`config.mk`:
```
export PLATFORM = sky130hd
export DESIGN_NAME = atcsa_arbiter
export DESIGN_NICKNAME = d
export VERILOG_FILES = /design/src/shared/atcsa_pkg.sv /design/src/logic/atcsa_arbiter.sv
export SDC_FILE = /design/constraint.sdc
export NUM_CORES = 1
export LEC_CHECK = 0
export BUFFER_PORTS_ARGS = -buffer_cell sky130_fd_sc_hd__buf_4
export CORE_MARGIN = 10
export CORE_UTILIZATION = 35
export CTS_BUF_LIST = sky130_fd_sc_hd__clkbuf_4 sky130_fd_sc_hd__clkbuf_8 sky130_fd_sc_hd__clkbuf_16
export CTS_CLUSTER_DIAMETER = 100
export DETAILED_ROUTE_END_ITERATION = 6
export PLACE_DENSITY = 0.48
export SLEW_MARGIN = 20
export SYNTH_ARGS = -nofsm -noshare
export SYNTH_HDL_FRONTEND = slang
export SYNTH_SLANG_ARGS = --single-unit
```
`constraint.sdc`:
```
create_clock -name clk_sys -period 3.1 [get_ports clk_sys]
set_input_delay 0.93 -clock clk_sys [delete_from_list [all_inputs] [get_ports clk_sys]]
set_output_delay 0.93 -clock clk_sys [all_outputs]
set_load 0.005 [all_outputs]
```
`src/shared/atcsa_pkg.sv`:
```
// package for the transmit credit shaper arbiter
// assumes a byte-wide transmit stream and an AXI4-Lite register port
package atcsa_pkg;
  localparam int AXI_AW   = 8;
  localparam int AXI_DW   = 32;
  localparam int SLOPE_W  = 16;
  localparam int CREDIT_W = 24;
  localparam int PTP_AW   = 6;
  localparam int PTP_DEPTH = 1 << PTP_AW;
  localparam int LEN_W    = 12;

  // register byte addresses
  localparam logic [AXI_AW-1:0] ADDR_GAIN     = 8'h00;
  localparam logic [AXI_AW-1:0] ADDR_DRAIN    = 8'h04;
  localparam logic [AXI_AW-1:0] ADDR_CREDIT   = 8'h08;
  localparam logic [AXI_AW-1:0] ADDR_STATUS   = 8'h0C;
  localparam logic [AXI_AW-1:0] ADDR_PTP_DATA = 8'h10;
  localparam logic [AXI_AW-1:0] ADDR_PTP_CTRL = 8'h14;
  localparam logic [AXI_AW-1:0] ADDR_LEG_CFG  = 8'h18;

  localparam logic [1:0] RESP_OKAY   = 2'h0;
  localparam logic [1:0] RESP_SLVERR = 2'h2;

  // slopes scaled by 8192 per byte: 75 % share gives 6144 and 2048
  localparam logic [SLOPE_W-1:0] GAIN_RST  = 16'h1800;
  localparam logic [SLOPE_W-1:0] DRAIN_RST = 16'h0800;

  // fixed credit saturation limits
  localparam logic signed [CREDIT_W-1:0] CREDIT_UPPER = 24'sh0FFFFF;
  localparam logic signed [CREDIT_W-1:0] CREDIT_LOWER = 24'shF00000;

  // legacy path: longest non-jumbo frame incl. vlan tag
  localparam logic [LEN_W-1:0] LEG_MAX_BYTES = 12'h5F2;
  // full duplex, no jumbo, vlan allowed, no flow control
  localparam logic [3:0] LEG_CFG_VALUE = 4'h5;

  localparam int ST_STATE_LSB = 0;
  localparam int ST_FRAME_BIT = 2;
  localparam int ST_PTP_BIT   = 3;
  localparam int ST_AVOK_BIT  = 4;
  localparam int PTP_SEND_BIT = 0;

  typedef enum logic [1:0] {SRC_IDLE, SRC_AV, SRC_PTP, SRC_LEG} atcsa_src_e;
endpackage : atcsa_pkg

```
`src/logic/atcsa_arbiter.sv`:
```
// transmit arbiter with credit based shaper for av, timing and legacy frames
// assumes byte streams synchronous to clk_sys, one byte time per enabled cycle
// Contract
// RQ1 - three sources: av stream, software-filled timing buffer, legacy stream
// RQ2 - priority: av if allowed, else pending timing packet, else legacy
// RQ3 - legacy path full duplex, no jumbo, vlan allowed, no flow control
// RQ4 - av stream handshake matches legacy except valid between frames
// RQ5 - av source keeps valid and shows next first byte if queued
// RQ6 - av source drops valid right after last transfer when nothing queued
// RQ7 - valid held and credit ok: stay parked on av, take next frame
// RQ8 - credit exceeded at av frame end: leave av regardless of valid
// RQ9 - av frames scheduled only while credit is zero or positive
// RQ10 - negative credit blocks av, legacy scheduled instead
// RQ11 - no av queued: positive credit cleared to zero, negative kept
// RQ12 - av queued but waiting: credit grows by gain rate
// RQ13 - av transmitting: credit falls by drain rate
// RQ14 - credit saturates at fixed bounds not writable by software
// RQ15 - valid dropped between frames loses positive credit, keeps debt
// RQ16 - gain per byte is share/100*8192, in send-slope register
// RQ17 - drain per byte is (100-share)/100*8192, in idle-slope register
// RQ18 - slope reset values give at most 75 percent av share
// RQ19 - software should not program above 75 percent av share
// RQ20 - slopes are per byte so speed change needs no reprogramming
// RQ21 - switch only at frame boundaries; credit updated once per byte time
//
// The AXI4-Lite slave port and the register addresses are this design's own decisions.
`timescale 1ns/1ps
module atcsa_arbiter
  import atcsa_pkg::*;
(
  input  wire logic              clk_sys,
  input  wire logic              reset,
  input  wire logic              clk_en,
  input  wire logic [AXI_AW-1:0] s_axi_awaddr,
  input  wire logic              s_axi_awvalid,
  output logic                   s_axi_awready,
  input  wire logic [AXI_DW-1:0] s_axi_wdata,
  input  wire logic [3:0]        s_axi_wstrb,
  input  wire logic              s_axi_wvalid,
  output logic                   s_axi_wready,
  output logic [1:0]             s_axi_bresp,
  output logic                   s_axi_bvalid,
  input  wire logic              s_axi_bready,
  input  wire logic [AXI_AW-1:0] s_axi_araddr,
  input  wire logic              s_axi_arvalid,
  output logic                   s_axi_arready,
  output logic [AXI_DW-1:0]      s_axi_rdata,
  output logic [1:0]             s_axi_rresp,
  output logic                   s_axi_rvalid,
  input  wire logic              s_axi_rready,
  input  wire logic [7:0]        av_stream_data,
  input  wire logic              av_stream_valid,
  input  wire logic              av_stream_last,
  output logic                   av_stream_ready,
  input  wire logic [7:0]        leg_stream_data,
  input  wire logic              leg_stream_valid,
  input  wire logic              leg_stream_last,
  output logic                   leg_stream_ready,
  output logic [7:0]             tx_data,
  output logic                   tx_valid,
  output logic                   tx_last,
  output logic                   tx_error,
  input  wire logic              tx_ready
);

  // register bus state
  logic                       aw_hold_q, aw_hold_d, w_hold_q, w_hold_d;
  logic [AXI_AW-1:0]          aw_addr_q, aw_addr_d;
  logic [AXI_DW-1:0]          w_data_q, w_data_d;
  logic [3:0]                 w_strb_q, w_strb_d;
  logic                       bvalid_q, bvalid_d, arready_q, arready_d;
  logic                       rvalid_q, rvalid_d;
  logic [1:0]                 bresp_q, bresp_d, rresp_q, rresp_d;
  logic [AXI_DW-1:0]          rdata_q, rdata_d;
  logic [SLOPE_W-1:0]         gain_q, gain_d, drain_q, drain_d;
  logic                       wr_fire;
  // timing packet buffer
  logic [7:0]                 ptp_mem [PTP_DEPTH];
  logic [PTP_AW:0]            ptp_wr_q, ptp_wr_d;
  logic [PTP_AW-1:0]          ptp_rd_q, ptp_rd_d;
  logic                       ptp_pend_q, ptp_pend_d, ptp_push;
  // scheduler and output stage
  atcsa_src_e                 state_q, state_d;
  logic                       in_frame_q, in_frame_d, rdy_q, rdy_d;
  logic                       av_rdy_q, av_rdy_d, leg_rdy_q, leg_rdy_d;
  logic [7:0]                 txd_q, txd_d;
  logic                       txv_q, txv_d, txl_q, txl_d, txe_q, txe_d;
  logic [LEN_W-1:0]           leg_cnt_q, leg_cnt_d;
  logic                       sel_valid, sel_last, load;
  logic [7:0]                 sel_data;
  logic signed [CREDIT_W-1:0] credit_q, credit_d;
  logic signed [CREDIT_W:0]   cr_wide;
  logic                       credit_ok;

  assign credit_ok = !credit_q[CREDIT_W-1];
  assign wr_fire   = aw_hold_q && w_hold_q && !bvalid_q;
  assign ptp_push  = wr_fire && aw_addr_q == ADDR_PTP_DATA && !ptp_pend_q
                     && !ptp_wr_q[PTP_AW];

  // axi4-lite slave, write address and data taken in either order
  always_comb begin
    aw_hold_d = aw_hold_q;
    aw_addr_d = aw_addr_q;
    w_hold_d  = w_hold_q;
    w_data_d  = w_data_q;
    w_strb_d  = w_strb_q;
    bvalid_d  = bvalid_q;
    bresp_d   = bresp_q;
    gain_d    = gain_q;
    drain_d   = drain_q;
    rvalid_d  = rvalid_q;
    rdata_d   = rdata_q;
    rresp_d   = rresp_q;
    if (s_axi_awvalid && s_axi_awready) begin
      aw_hold_d = 1'b1;
      aw_addr_d = s_axi_awaddr;
    end
    if (s_axi_wvalid && s_axi_wready) begin
      w_hold_d = 1'b1;
      w_data_d = s_axi_wdata;
      w_strb_d = s_axi_wstrb;
    end
    if (wr_fire) begin
      aw_hold_d = 1'b0;
      w_hold_d  = 1'b0;
      bvalid_d  = 1'b1;
      bresp_d   = RESP_OKAY;
      case (aw_addr_q)
        ADDR_GAIN: begin // RQ16
          if (w_strb_q[0]) gain_d[7:0] = w_data_q[7:0];
          if (w_strb_q[1]) gain_d[15:8] = w_data_q[15:8];
        end
        ADDR_DRAIN: begin // RQ17
          if (w_strb_q[0]) drain_d[7:0] = w_data_q[7:0];
          if (w_strb_q[1]) drain_d[15:8] = w_data_q[15:8];
        end
        ADDR_CREDIT, ADDR_STATUS, ADDR_PTP_DATA, ADDR_PTP_CTRL, ADDR_LEG_CFG: begin
          bresp_d = RESP_OKAY;
        end
        default: bresp_d = RESP_SLVERR;
      endcase
    end
    if (bvalid_q && s_axi_bready) bvalid_d = 1'b0;
    if (rvalid_q && s_axi_rready) rvalid_d = 1'b0;
    if (s_axi_arvalid && arready_q) begin
      rvalid_d = 1'b1;
      rresp_d  = RESP_OKAY;
      rdata_d  = '0;
      case (s_axi_araddr)
        ADDR_GAIN:   rdata_d[SLOPE_W-1:0] = gain_q;
        ADDR_DRAIN:  rdata_d[SLOPE_W-1:0] = drain_q;
        ADDR_CREDIT: rdata_d = AXI_DW'(credit_q);
        ADDR_STATUS: begin
          rdata_d[ST_STATE_LSB+:2] = state_q;
          rdata_d[ST_FRAME_BIT]    = in_frame_q;
          rdata_d[ST_PTP_BIT]      = ptp_pend_q;
          rdata_d[ST_AVOK_BIT]     = credit_ok;
        end
        ADDR_PTP_CTRL: rdata_d[PTP_AW:0] = ptp_wr_q;
        ADDR_LEG_CFG:  rdata_d[3:0] = LEG_CFG_VALUE; // RQ3
        ADDR_PTP_DATA: rdata_d = '0;
        default:       rresp_d = RESP_SLVERR;
      endcase
    end
    arready_d = !rvalid_d;
  end

  always_ff @(posedge clk_sys) begin
    if (reset) begin
      aw_hold_q <= 1'b0;
      aw_addr_q <= '0;
      w_hold_q  <= 1'b0;
      w_data_q  <= '0;
      w_strb_q  <= '0;
      bvalid_q  <= 1'b0;
      bresp_q   <= RESP_OKAY;
      gain_q    <= GAIN_RST; // RQ18
      drain_q   <= DRAIN_RST; // RQ18
      rvalid_q  <= 1'b0;
      rdata_q   <= '0;
      rresp_q   <= RESP_OKAY;
      arready_q <= 1'b0;
    end else if (clk_en) begin
      aw_hold_q <= aw_hold_d;
      aw_addr_q <= aw_addr_d;
      w_hold_q  <= w_hold_d;
      w_data_q  <= w_data_d;
      w_strb_q  <= w_strb_d;
      bvalid_q  <= bvalid_d;
      bresp_q   <= bresp_d;
      gain_q    <= gain_d;
      drain_q   <= drain_d;
      rvalid_q  <= rvalid_d;
      rdata_q   <= rdata_d;
      rresp_q   <= rresp_d;
      arready_q <= arready_d;
    end
  end

  assign s_axi_awready = clk_en && !aw_hold_q && !bvalid_q;
  assign s_axi_wready  = clk_en && !w_hold_q && !bvalid_q;
  assign s_axi_bvalid  = bvalid_q && clk_en;
  assign s_axi_bresp   = bresp_q;
  assign s_axi_arready = arready_q && clk_en;
  assign s_axi_rvalid  = rvalid_q && clk_en;
  assign s_axi_rdata   = rdata_q;
  assign s_axi_rresp   = rresp_q;

  // source mux by current grant
  always_comb begin
    sel_valid = 1'b0;
    sel_last  = 1'b0;
    sel_data  = '0;
    case (state_q)
      SRC_AV: begin
        sel_valid = av_stream_valid;
        sel_last  = av_stream_last;
        sel_data  = av_stream_data;
      end
      SRC_PTP: begin
        sel_valid = ptp_pend_q;
        sel_last  = {1'b0, ptp_rd_q} == ptp_wr_q - 1'b1;
        sel_data  = ptp_mem[ptp_rd_q];
      end
      SRC_LEG: begin
        sel_valid = leg_stream_valid;
        sel_last  = leg_stream_last;
        sel_data  = leg_stream_data;
      end
      default: sel_valid = 1'b0;
    endcase
  end
  assign load = rdy_q && sel_valid; // RQ1 RQ4

  // scheduler, output stage and timing buffer
  always_comb begin
    state_d    = state_q;
    in_frame_d = load ? !sel_last : in_frame_q;
    txd_d      = txd_q;
    txl_d      = txl_q;
    txe_d      = txe_q;
    txv_d      = txv_q && !tx_ready;
    leg_cnt_d  = leg_cnt_q;
    ptp_wr_d   = ptp_wr_q;
    ptp_rd_d   = ptp_rd_q;
    ptp_pend_d = ptp_pend_q;
    case (state_q)
      SRC_IDLE: begin
        if (av_stream_valid && credit_ok) state_d = SRC_AV; // RQ2 RQ9
        else if (ptp_pend_q) state_d = SRC_PTP; // RQ2
        else if (leg_stream_valid) state_d = SRC_LEG; // RQ2 RQ10
      end
      SRC_AV: begin
        if (load && sel_last && !credit_ok) state_d = SRC_IDLE; // RQ8
        else if (!in_frame_q && !load && (!av_stream_valid || !credit_ok))
          state_d = SRC_IDLE; // RQ6 RQ21
      end
      SRC_PTP, SRC_LEG: begin
        if (load && sel_last) state_d = SRC_IDLE; // RQ21
      end
      default: state_d = SRC_IDLE;
    endcase
    if (load) begin
      txd_d = sel_data;
      txl_d = sel_last;
      txv_d = 1'b1;
      txe_d = state_q == SRC_LEG && leg_cnt_q >= LEG_MAX_BYTES; // RQ3
      if (state_q == SRC_LEG) leg_cnt_d = sel_last ? '0 : leg_cnt_q + 1'b1;
      if (state_q == SRC_PTP) begin
        ptp_rd_d = ptp_rd_q + 1'b1;
        if (sel_last) begin
          ptp_pend_d = 1'b0;
          ptp_wr_d   = '0;
          ptp_rd_d   = '0;
        end
      end
    end
    if (ptp_push) ptp_wr_d = ptp_wr_q + 1'b1;
    if (wr_fire && aw_addr_q == ADDR_PTP_CTRL && w_data_q[PTP_SEND_BIT]
        && ptp_wr_q != '0 && !ptp_pend_q)
      ptp_pend_d = 1'b1;
    rdy_d     = state_d != SRC_IDLE && !txv_d && !(state_d == SRC_PTP && !ptp_pend_d);
    av_rdy_d  = rdy_d && state_d == SRC_AV; // RQ7
    leg_rdy_d = rdy_d && state_d == SRC_LEG;
  end

  always_ff @(posedge clk_sys) begin
    if (reset) begin
      state_q    <= SRC_IDLE;
      in_frame_q <= 1'b0;
      rdy_q      <= 1'b0;
      av_rdy_q   <= 1'b0;
      leg_rdy_q  <= 1'b0;
      txd_q      <= '0;
      txv_q      <= 1'b0;
      txl_q      <= 1'b0;
      txe_q      <= 1'b0;
      leg_cnt_q  <= '0;
      ptp_wr_q   <= '0;
      ptp_rd_q   <= '0;
      ptp_pend_q <= 1'b0;
    end else if (clk_en) begin
      state_q    <= state_d;
      in_frame_q <= in_frame_d;
      rdy_q      <= rdy_d;
      av_rdy_q   <= av_rdy_d;
      leg_rdy_q  <= leg_rdy_d;
      txd_q      <= txd_d;
      txv_q      <= txv_d;
      txl_q      <= txl_d;
      txe_q      <= txe_d;
      leg_cnt_q  <= leg_cnt_d;
      ptp_wr_q   <= ptp_wr_d;
      ptp_rd_q   <= ptp_rd_d;
      ptp_pend_q <= ptp_pend_d;
    end
  end

  always_ff @(posedge clk_sys) begin
    if (clk_en && ptp_push) ptp_mem[ptp_wr_q[PTP_AW-1:0]] <= w_data_q[7:0];
  end

  assign av_stream_ready  = av_rdy_q;
  assign leg_stream_ready = leg_rdy_q;
  assign tx_data          = txd_q;
  assign tx_valid         = txv_q;
  assign tx_last          = txl_q;
  assign tx_error         = txe_q;

  // credit shaper, one step per byte time
  always_comb begin
    if (state_q == SRC_AV)
      cr_wide = (CREDIT_W+1)'(credit_q) - $signed({1'b0, drain_q}); // RQ13 RQ20
    else if (av_stream_valid)
      cr_wide = (CREDIT_W+1)'(credit_q) + $signed({1'b0, gain_q}); // RQ12 RQ20
    else if (credit_ok)
      cr_wide = '0; // RQ11 RQ15
    else
      cr_wide = (CREDIT_W+1)'(credit_q); // RQ15
    if (cr_wide > (CREDIT_W+1)'(CREDIT_UPPER)) credit_d = CREDIT_UPPER; // RQ14
    else if (cr_wide < (CREDIT_W+1)'(CREDIT_LOWER)) credit_d = CREDIT_LOWER; // RQ14
    else credit_d = cr_wide[CREDIT_W-1:0];
  end

  always_ff @(posedge clk_sys) begin
    if (reset) credit_q <= '0;
    else if (clk_en) credit_q <= credit_d; // RQ21
  end
endmodule // atcsa_arbiter

```
# After elaboration in Yosys (flattened, before gate mapping)
# Memory sizes are Yosys's and may differ from the RTL's. A register that Yosys moved wholly into a read port is not among the register bits.
# Index checks and enable logic that the tools add are counted.
[word_totals]
regBits = 166
mem_bits_rw = 512
word_cells = 183
n_memories = 1
[mem_list]
columns = ["memory", "words", "width", "rd", "rd_clocked_by_memory_dff", "wr", "line", "text"]
rows = [
  ["ptp_mem", 64, 8, 1, 1, 1, "atcsa_arbiter.sv:78", "logic [7:0] ptp_mem [PTP_DEPTH];"],
]
[op_classes]
n_addsub = 6
magnitude_cmp = 3
eq_ne = 19
n_mux = 45
n_reduce_logical = 80
[ops]
columns = ["operator", "n"]
rows = [
  ["25-bit two-way mux", 3],
  ["8-bit by 5-bit equality test with 1-bit output (second input constant)", 6],
  ["24-bit two-way mux", 2],
  ["1-bit logical AND", 35],
  ["8-bit by 4-bit equality test with 1-bit output (second input constant)", 4],
  ["7-bit two-way mux", 4],
  ["9-bit one-hot mux with 3 select lines", 1],
  ["24-bit by 17-bit adder with 25-bit output", 1],
  ["25-bit by 21-bit greater-than comparator with 1-bit output (second input constant)", 1],
  ["25-bit by 21-bit < comparator with 1-bit output (second input constant)", 1],
  ["24-bit by 17-bit subtractor with 25-bit output", 1],
  ["4-bit one-hot mux with 6 select lines", 1],
  ["8-bit one-hot mux with 3 select lines", 1],
  ["4-bit AND reduction", 5],
  ["6-bit two-way mux", 3],
  ["8-bit by 3-bit equality test with 1-bit output (second input constant)", 2],
  ["8-bit zero test", 2],
  ["16-bit two-way mux", 1],
  ["2-bit two-way mux", 8],
  ["2-bit AND reduction", 8],
  ["1-bit zero test", 15],
  ["1-bit two-way mux", 15],
  ["2-bit nonzero test", 7],
  ["7-bit OR reduction", 2],
  ["18 further kinds", 24],
]

# Depth between registers and ports, before layout
[logic_depth]
ltp_word = 14
mapped_depth = 15
depth_no_buf = 13

# Worst setup path before layout
# OpenSTA, ideal clock, no wires.
[synth_path]
kind = "register to register"
start = "register credit_q[0]"
end = "register credit_q[8]"
t_arrival_ns = 2.998
path_slack_ns = -0.041
stages_incl_launch_ff = 16
synth_period_minus_slack_ns = 3.141
cell_sequence = "dfxtp_1 -> ha_1 -> inv_1 -> fa_1 -> nand2b_1 -> a21oi_1 -> o21ai_0 -> a21oi_1 -> nand3_1 -> and3_1 -> a211oi_1 -> a41o_1 -> and2_1 -> buf_2 -> buf_6 -> a211oi_2"
[synth_via]
elab_chain_cells = 6
[synth_rtl]
columns = ["element", "line", "text"]
rows = [
  ["from (decl)", "atcsa_arbiter.sv:91", "logic signed [CREDIT_W-1:0] credit_q, credit_d;"],
  ["from (signal assigned)", "atcsa_arbiter.sv:347", "else if (clk_en) credit_q <= credit_d;"],
  ["24-bit by 17-bit adder with 25-bit output or 25-bit two-way mux (tied branches)", "atcsa_arbiter.sv:335, atcsa_arbiter.sv:336", ""],
  ["25-bit two-way mux", "atcsa_arbiter.sv:334", "else if (av_stream_valid)"],
  ["25-bit two-way mux (*)", "atcsa_arbiter.sv:332", "if (state_q == SRC_AV)"],
  ["25-bit by 21-bit < comparator with 1-bit output", "atcsa_arbiter.sv:341", "else if (cr_wide < (CREDIT_W+1)'(CREDIT_LOWER)) credit_d = CREDIT_LOWER;"],
  ["24-bit two-way mux", "atcsa_arbiter.sv:341", ""],
  ["24-bit two-way mux (*)", "atcsa_arbiter.sv:340", "if (cr_wide > (CREDIT_W+1)'(CREDIT_UPPER)) credit_d = CREDIT_UPPER;"],
]
# Every way passes the cells marked *; elsewhere a longest branch is shown, timed or not.
# A chain may end at the register's enable or synchronous reset.

# Worst setup path in the final report
# Same ends and word-level chain as after synthesis.

==> results.toml <==
[setup_path]
critPathBufInv = 4
reg2reg_slack_ns = -0.17
cp_slowest_cell = "fa_2"
crit_family = "compound AO/OA/AOI/OAI gates"
reg2reg_depth = 16
r2r-end = "credit_q[8]$_SDFFE_PP0P_"
crit_fanout = 5
critPathLaunchType = "flip-flop"
cp_cell_sequence = "inv_2, ha_4, fa_2, nor2b_4, o2111ai_2, nand3_2, a311oi_4, buf_4, o211ai_1, xnor2_1, a211oi_2, o41ai_4, buf_4, buf_12, o221ai_2, a211oi_2"
cpPeakStageDelay_ns = 0.42
rr_startpoint = "credit_q[0]$_SDFFE_PP0P_"
worstPathArrival_ns = 3.83
critPathRequiredTime_ns = 3.66
critPathKind = "reg2reg"
end_kind = "flip-flop"

[clock_tree]
clock_latency_ns = 0.64
cts_buffer_depth = 3
cts_root_buf = "clkbuf_16"
clkTransAtPathRegs_ns = 0.06
h-tree-depth = 3
cts_tree = "yes"
cts.sinks = 674
holdBufCountCts = 0
cts_made_buffers = 76

[global_route]
antenna_found_initial = 2
overflow = 0
grt_pass1_wl_mm = 127.0
grt_max_degree = 78
track_usage = 0.1781
grt_pass1_vias = 19582

[floorplan]
die-area_sq_um = 95360
initial_core_util = 0.3544
pin_count = 135
fp.dieH_um = 308.8
rows = 105
die_x_um = 308.8
core_area_sq_um = 82370

[placement]
port_buffers = 114
dpl.cell_count = 3374
place_ws_ns = -0.3820
gp_congestion = 0.8838
place_area_sq_um = 33220
hpwl_mm = 58.75

[run]
cap_violations = 0

[run_status]
violations = "negative setup slack"
outcome = "finished with violations"

[yosys]
syn_avg_cell_area_sq_um = 14.42
syn_area_sq_um = 29190
synth_edf_count = 512
ys_ff_latch = 674
synthFlopType = "edfxtp_1"
yosysSeqAreaShare = 0.6378
synthCells = 2025
yosysUniqueCellTypes = 83
synthArstFlopShare = 0
yosys_warnings = 0

[timing]
period_share = 1.056
relSlewSlack = 0.2697
fin_setup_tns_ns = -2.418
worst_slack_ns = -0.1725
finalSetupViolCount = 20
period_needed_ns = 3.272
fmax_mhz = 305.6
max_slew.worst_pin.slew_ns = 1.095
hold_viol = 0
clock_skew_ns = 0.02681
slew_viol_final = 0
rsz0062_at_grt = "true"

[detailed_routing]
wl_per_cell_um = 24.23
drcViolationCount = 0
vias = 18742
firstDrtPassIters = 5
vias_per_cell = 5.296
wirelength_mm = 85.74
ant_nets = 0
dr.first_iter.drc_count = 1303

[power_and_ir_drop]
power_density_nw_per_um2 = 564.7
leakagePower_uw = 0.01216
ir_drop_v = 0.0004216
total_power_uw = 20710

[cells_and_area]
areaGrowthSynthToFinish_pct = 25.64
n_antenna_cell = 0
final_area_sq_um = 36680
final_cells = 3539
drive_gt1_frac = 0.3491
finalNetCount = 2530

[hold_path]
hold_depth = 2
hold_end = "s_axi_rdata[16]$_SDFFE_PP0P_"
min-delay-path-class = "reg2reg"
min_from = "s_axi_rdata[16]$_SDFFE_PP0P_"
==> how the worst max path moves through the flow <==
stage | startpoint | end | slack (ns) | cells after the start
6_report | credit_q[0]$_SDFFE_PP0P_ | credit_q[8]$_SDFFE_PP0P_ | -0.17 | 16
3_3_place_gp | credit_q[0]$_SDFFE_PP0P_ | credit_q[12]$_SDFFE_PP0P_ | -0.37 | 16
3_5_place_dp | credit_q[0]$_SDFFE_PP0P_ | credit_q[8]$_SDFFE_PP0P_ | -0.38 | 16
5_1_grt | credit_q[0]$_SDFFE_PP0P_ | credit_q[8]$_SDFFE_PP0P_ | -0.31 | 17
4_1_cts | credit_q[0]$_SDFFE_PP0P_ | credit_q[6]$_SDFFE_PP0P_ | -0.11 | 17
2_1_floorplan | credit_q[0]$_SDFFE_PP0P_ | credit_q[8]$_SDFFE_PP0P_ | 0.03 | 15
==> registers in the layout, summed over array words and instances (netlist names), 2 cells and up, named ones only <==
register	cells
ptp_wr_q	7
gain_q	16
state_q	2
s_axi_rdata	24
tx_data	8
leg_cnt_q	12
w_strb_q	2
ptp_rd_q	6
w_data_q	16
drain_q	16
aw_addr_q	8
credit_q	24
ptp_mem	512
==> timing repair <==
| action | in CTS | in global routing |
|---|---|---|
| gates resized for setup | 90 | 27 |
| buffers inserted | 19 | 3 |
| setup endpoints to repair | 126 | 436 |
| cloned | 6 | 1 |
| pin swaps | 39 | 9 |
==> cells in the final DEF, fill, tap and decap left out, drive strengths merged, types with 11 or more instances in the layout <==
| master | count |
|---|---|
| o21ai | 50 |
| buf | 433 |
| o211ai | 21 |
| a21oi | 113 |
| dfxtp | 162 |
| nand4 | 13 |
| xor2 | 21 |
| clkinv | 19 |
| inv | 43 |
| a211oi | 33 |
| nor2 | 189 |
| clkbuf | 101 |
| ha | 38 |
| o21a | 15 |
| and3 | 12 |
| nand3 | 37 |
| mux4 | 168 |
| mux2 | 13 |
| nand2 | 216 |
| a22oi | 36 |
| clkinvlp | 11 |
| edfxtp | 512 |
| nor3 | 19 |
| and2 | 19 |
| xnor2 | 27 |
==> area by class of cell <==
class,instances,area [sq um]
Fill cell,7400,45700
Sequential cell,674,18640
Multi-Input combinational cell,1182,10240
Timing Repair Buffer,434,3685
Clock buffer,100,2178
Tap cell,1070,1339
Clock inverter,38,441.7
Inverter,41,153.9
==> report_power, final <==
part,switching (uW),total (uW),internal [uW]
combinational,845,1550,709
clock,3770,9270,5510
sequential,132,9890,9750
==> per-stage QoR <==
stage,util,hold slack [ns]
2_1_floorplan,-,0.4308
3_3_place_gp,0.4033,0.4389
3_5_place_dp,0.4033,0.4494
4_1_cts,0.4435,0.4554
5_1_grt,0.4453,0.4807
6_report,0.4453,0.4528
==> cells in the mapped netlist, types with 14 or more instances <==
master / number / area, sq um
ha_1: 38 / 475.5
and2_1: 19 / 118.9
nand2_1: 216 / 810.8
a22oi_1: 36 / 270.3
dfxtp_1: 162 / 3243
edfxtp_1: 512 / 15370
a21oi_1: 113 / 565.5
mux4_2: 168 / 3784
o21a_1: 15 / 112.6
inv_1: 41 / 153.9
a211oi_2: 16 / 200.2
o21ai_0: 45 / 225.2
buf_2: 16 / 80.08
clkbuf_1: 83 / 311.6
nand3_1: 37 / 185.2
buf_4: 14 / 105.1
xor2_1: 21 / 183.9
nor2_1: 189 / 709.4
a211oi_1: 17 / 127.6
nor3_1: 19 / 95.09
xnor2_1: 27 / 236.5
o211ai_1: 15 / 112.6
==> worst min-delay path, cell delays in order, from the launching register on <==
cell and delay [ns]:
dfxtp_1 0.31, nand2_1 0.05, a21oi_1 0.05
==> metal layers <==
layer | GRT usage | wire [um]
met1 | 0.2315 | 37070
met2 | 0.3064 | 42400
met3 | 0.02664 | 4290
met4 | 0.05047 | 1981
met5 | 0 | 0
==> kinds of logic (layout without fill, tap and decap cells) <==
group,after synthesis,count (layout),synth area share
AOI/OAI and AO/OA,347,347,0.08349
xor gates and xnor gates,48,48,0.01440
adders and majority gates,40,40,0.01766
buffers and inverters,170,613,0.02512
DFF,674,674,0.6378
muxes,191,191,0.1381
other,1,2,0.0001285
and+or+nand+nor,554,554,0.08340
Power figures use the tool's default switching activity.
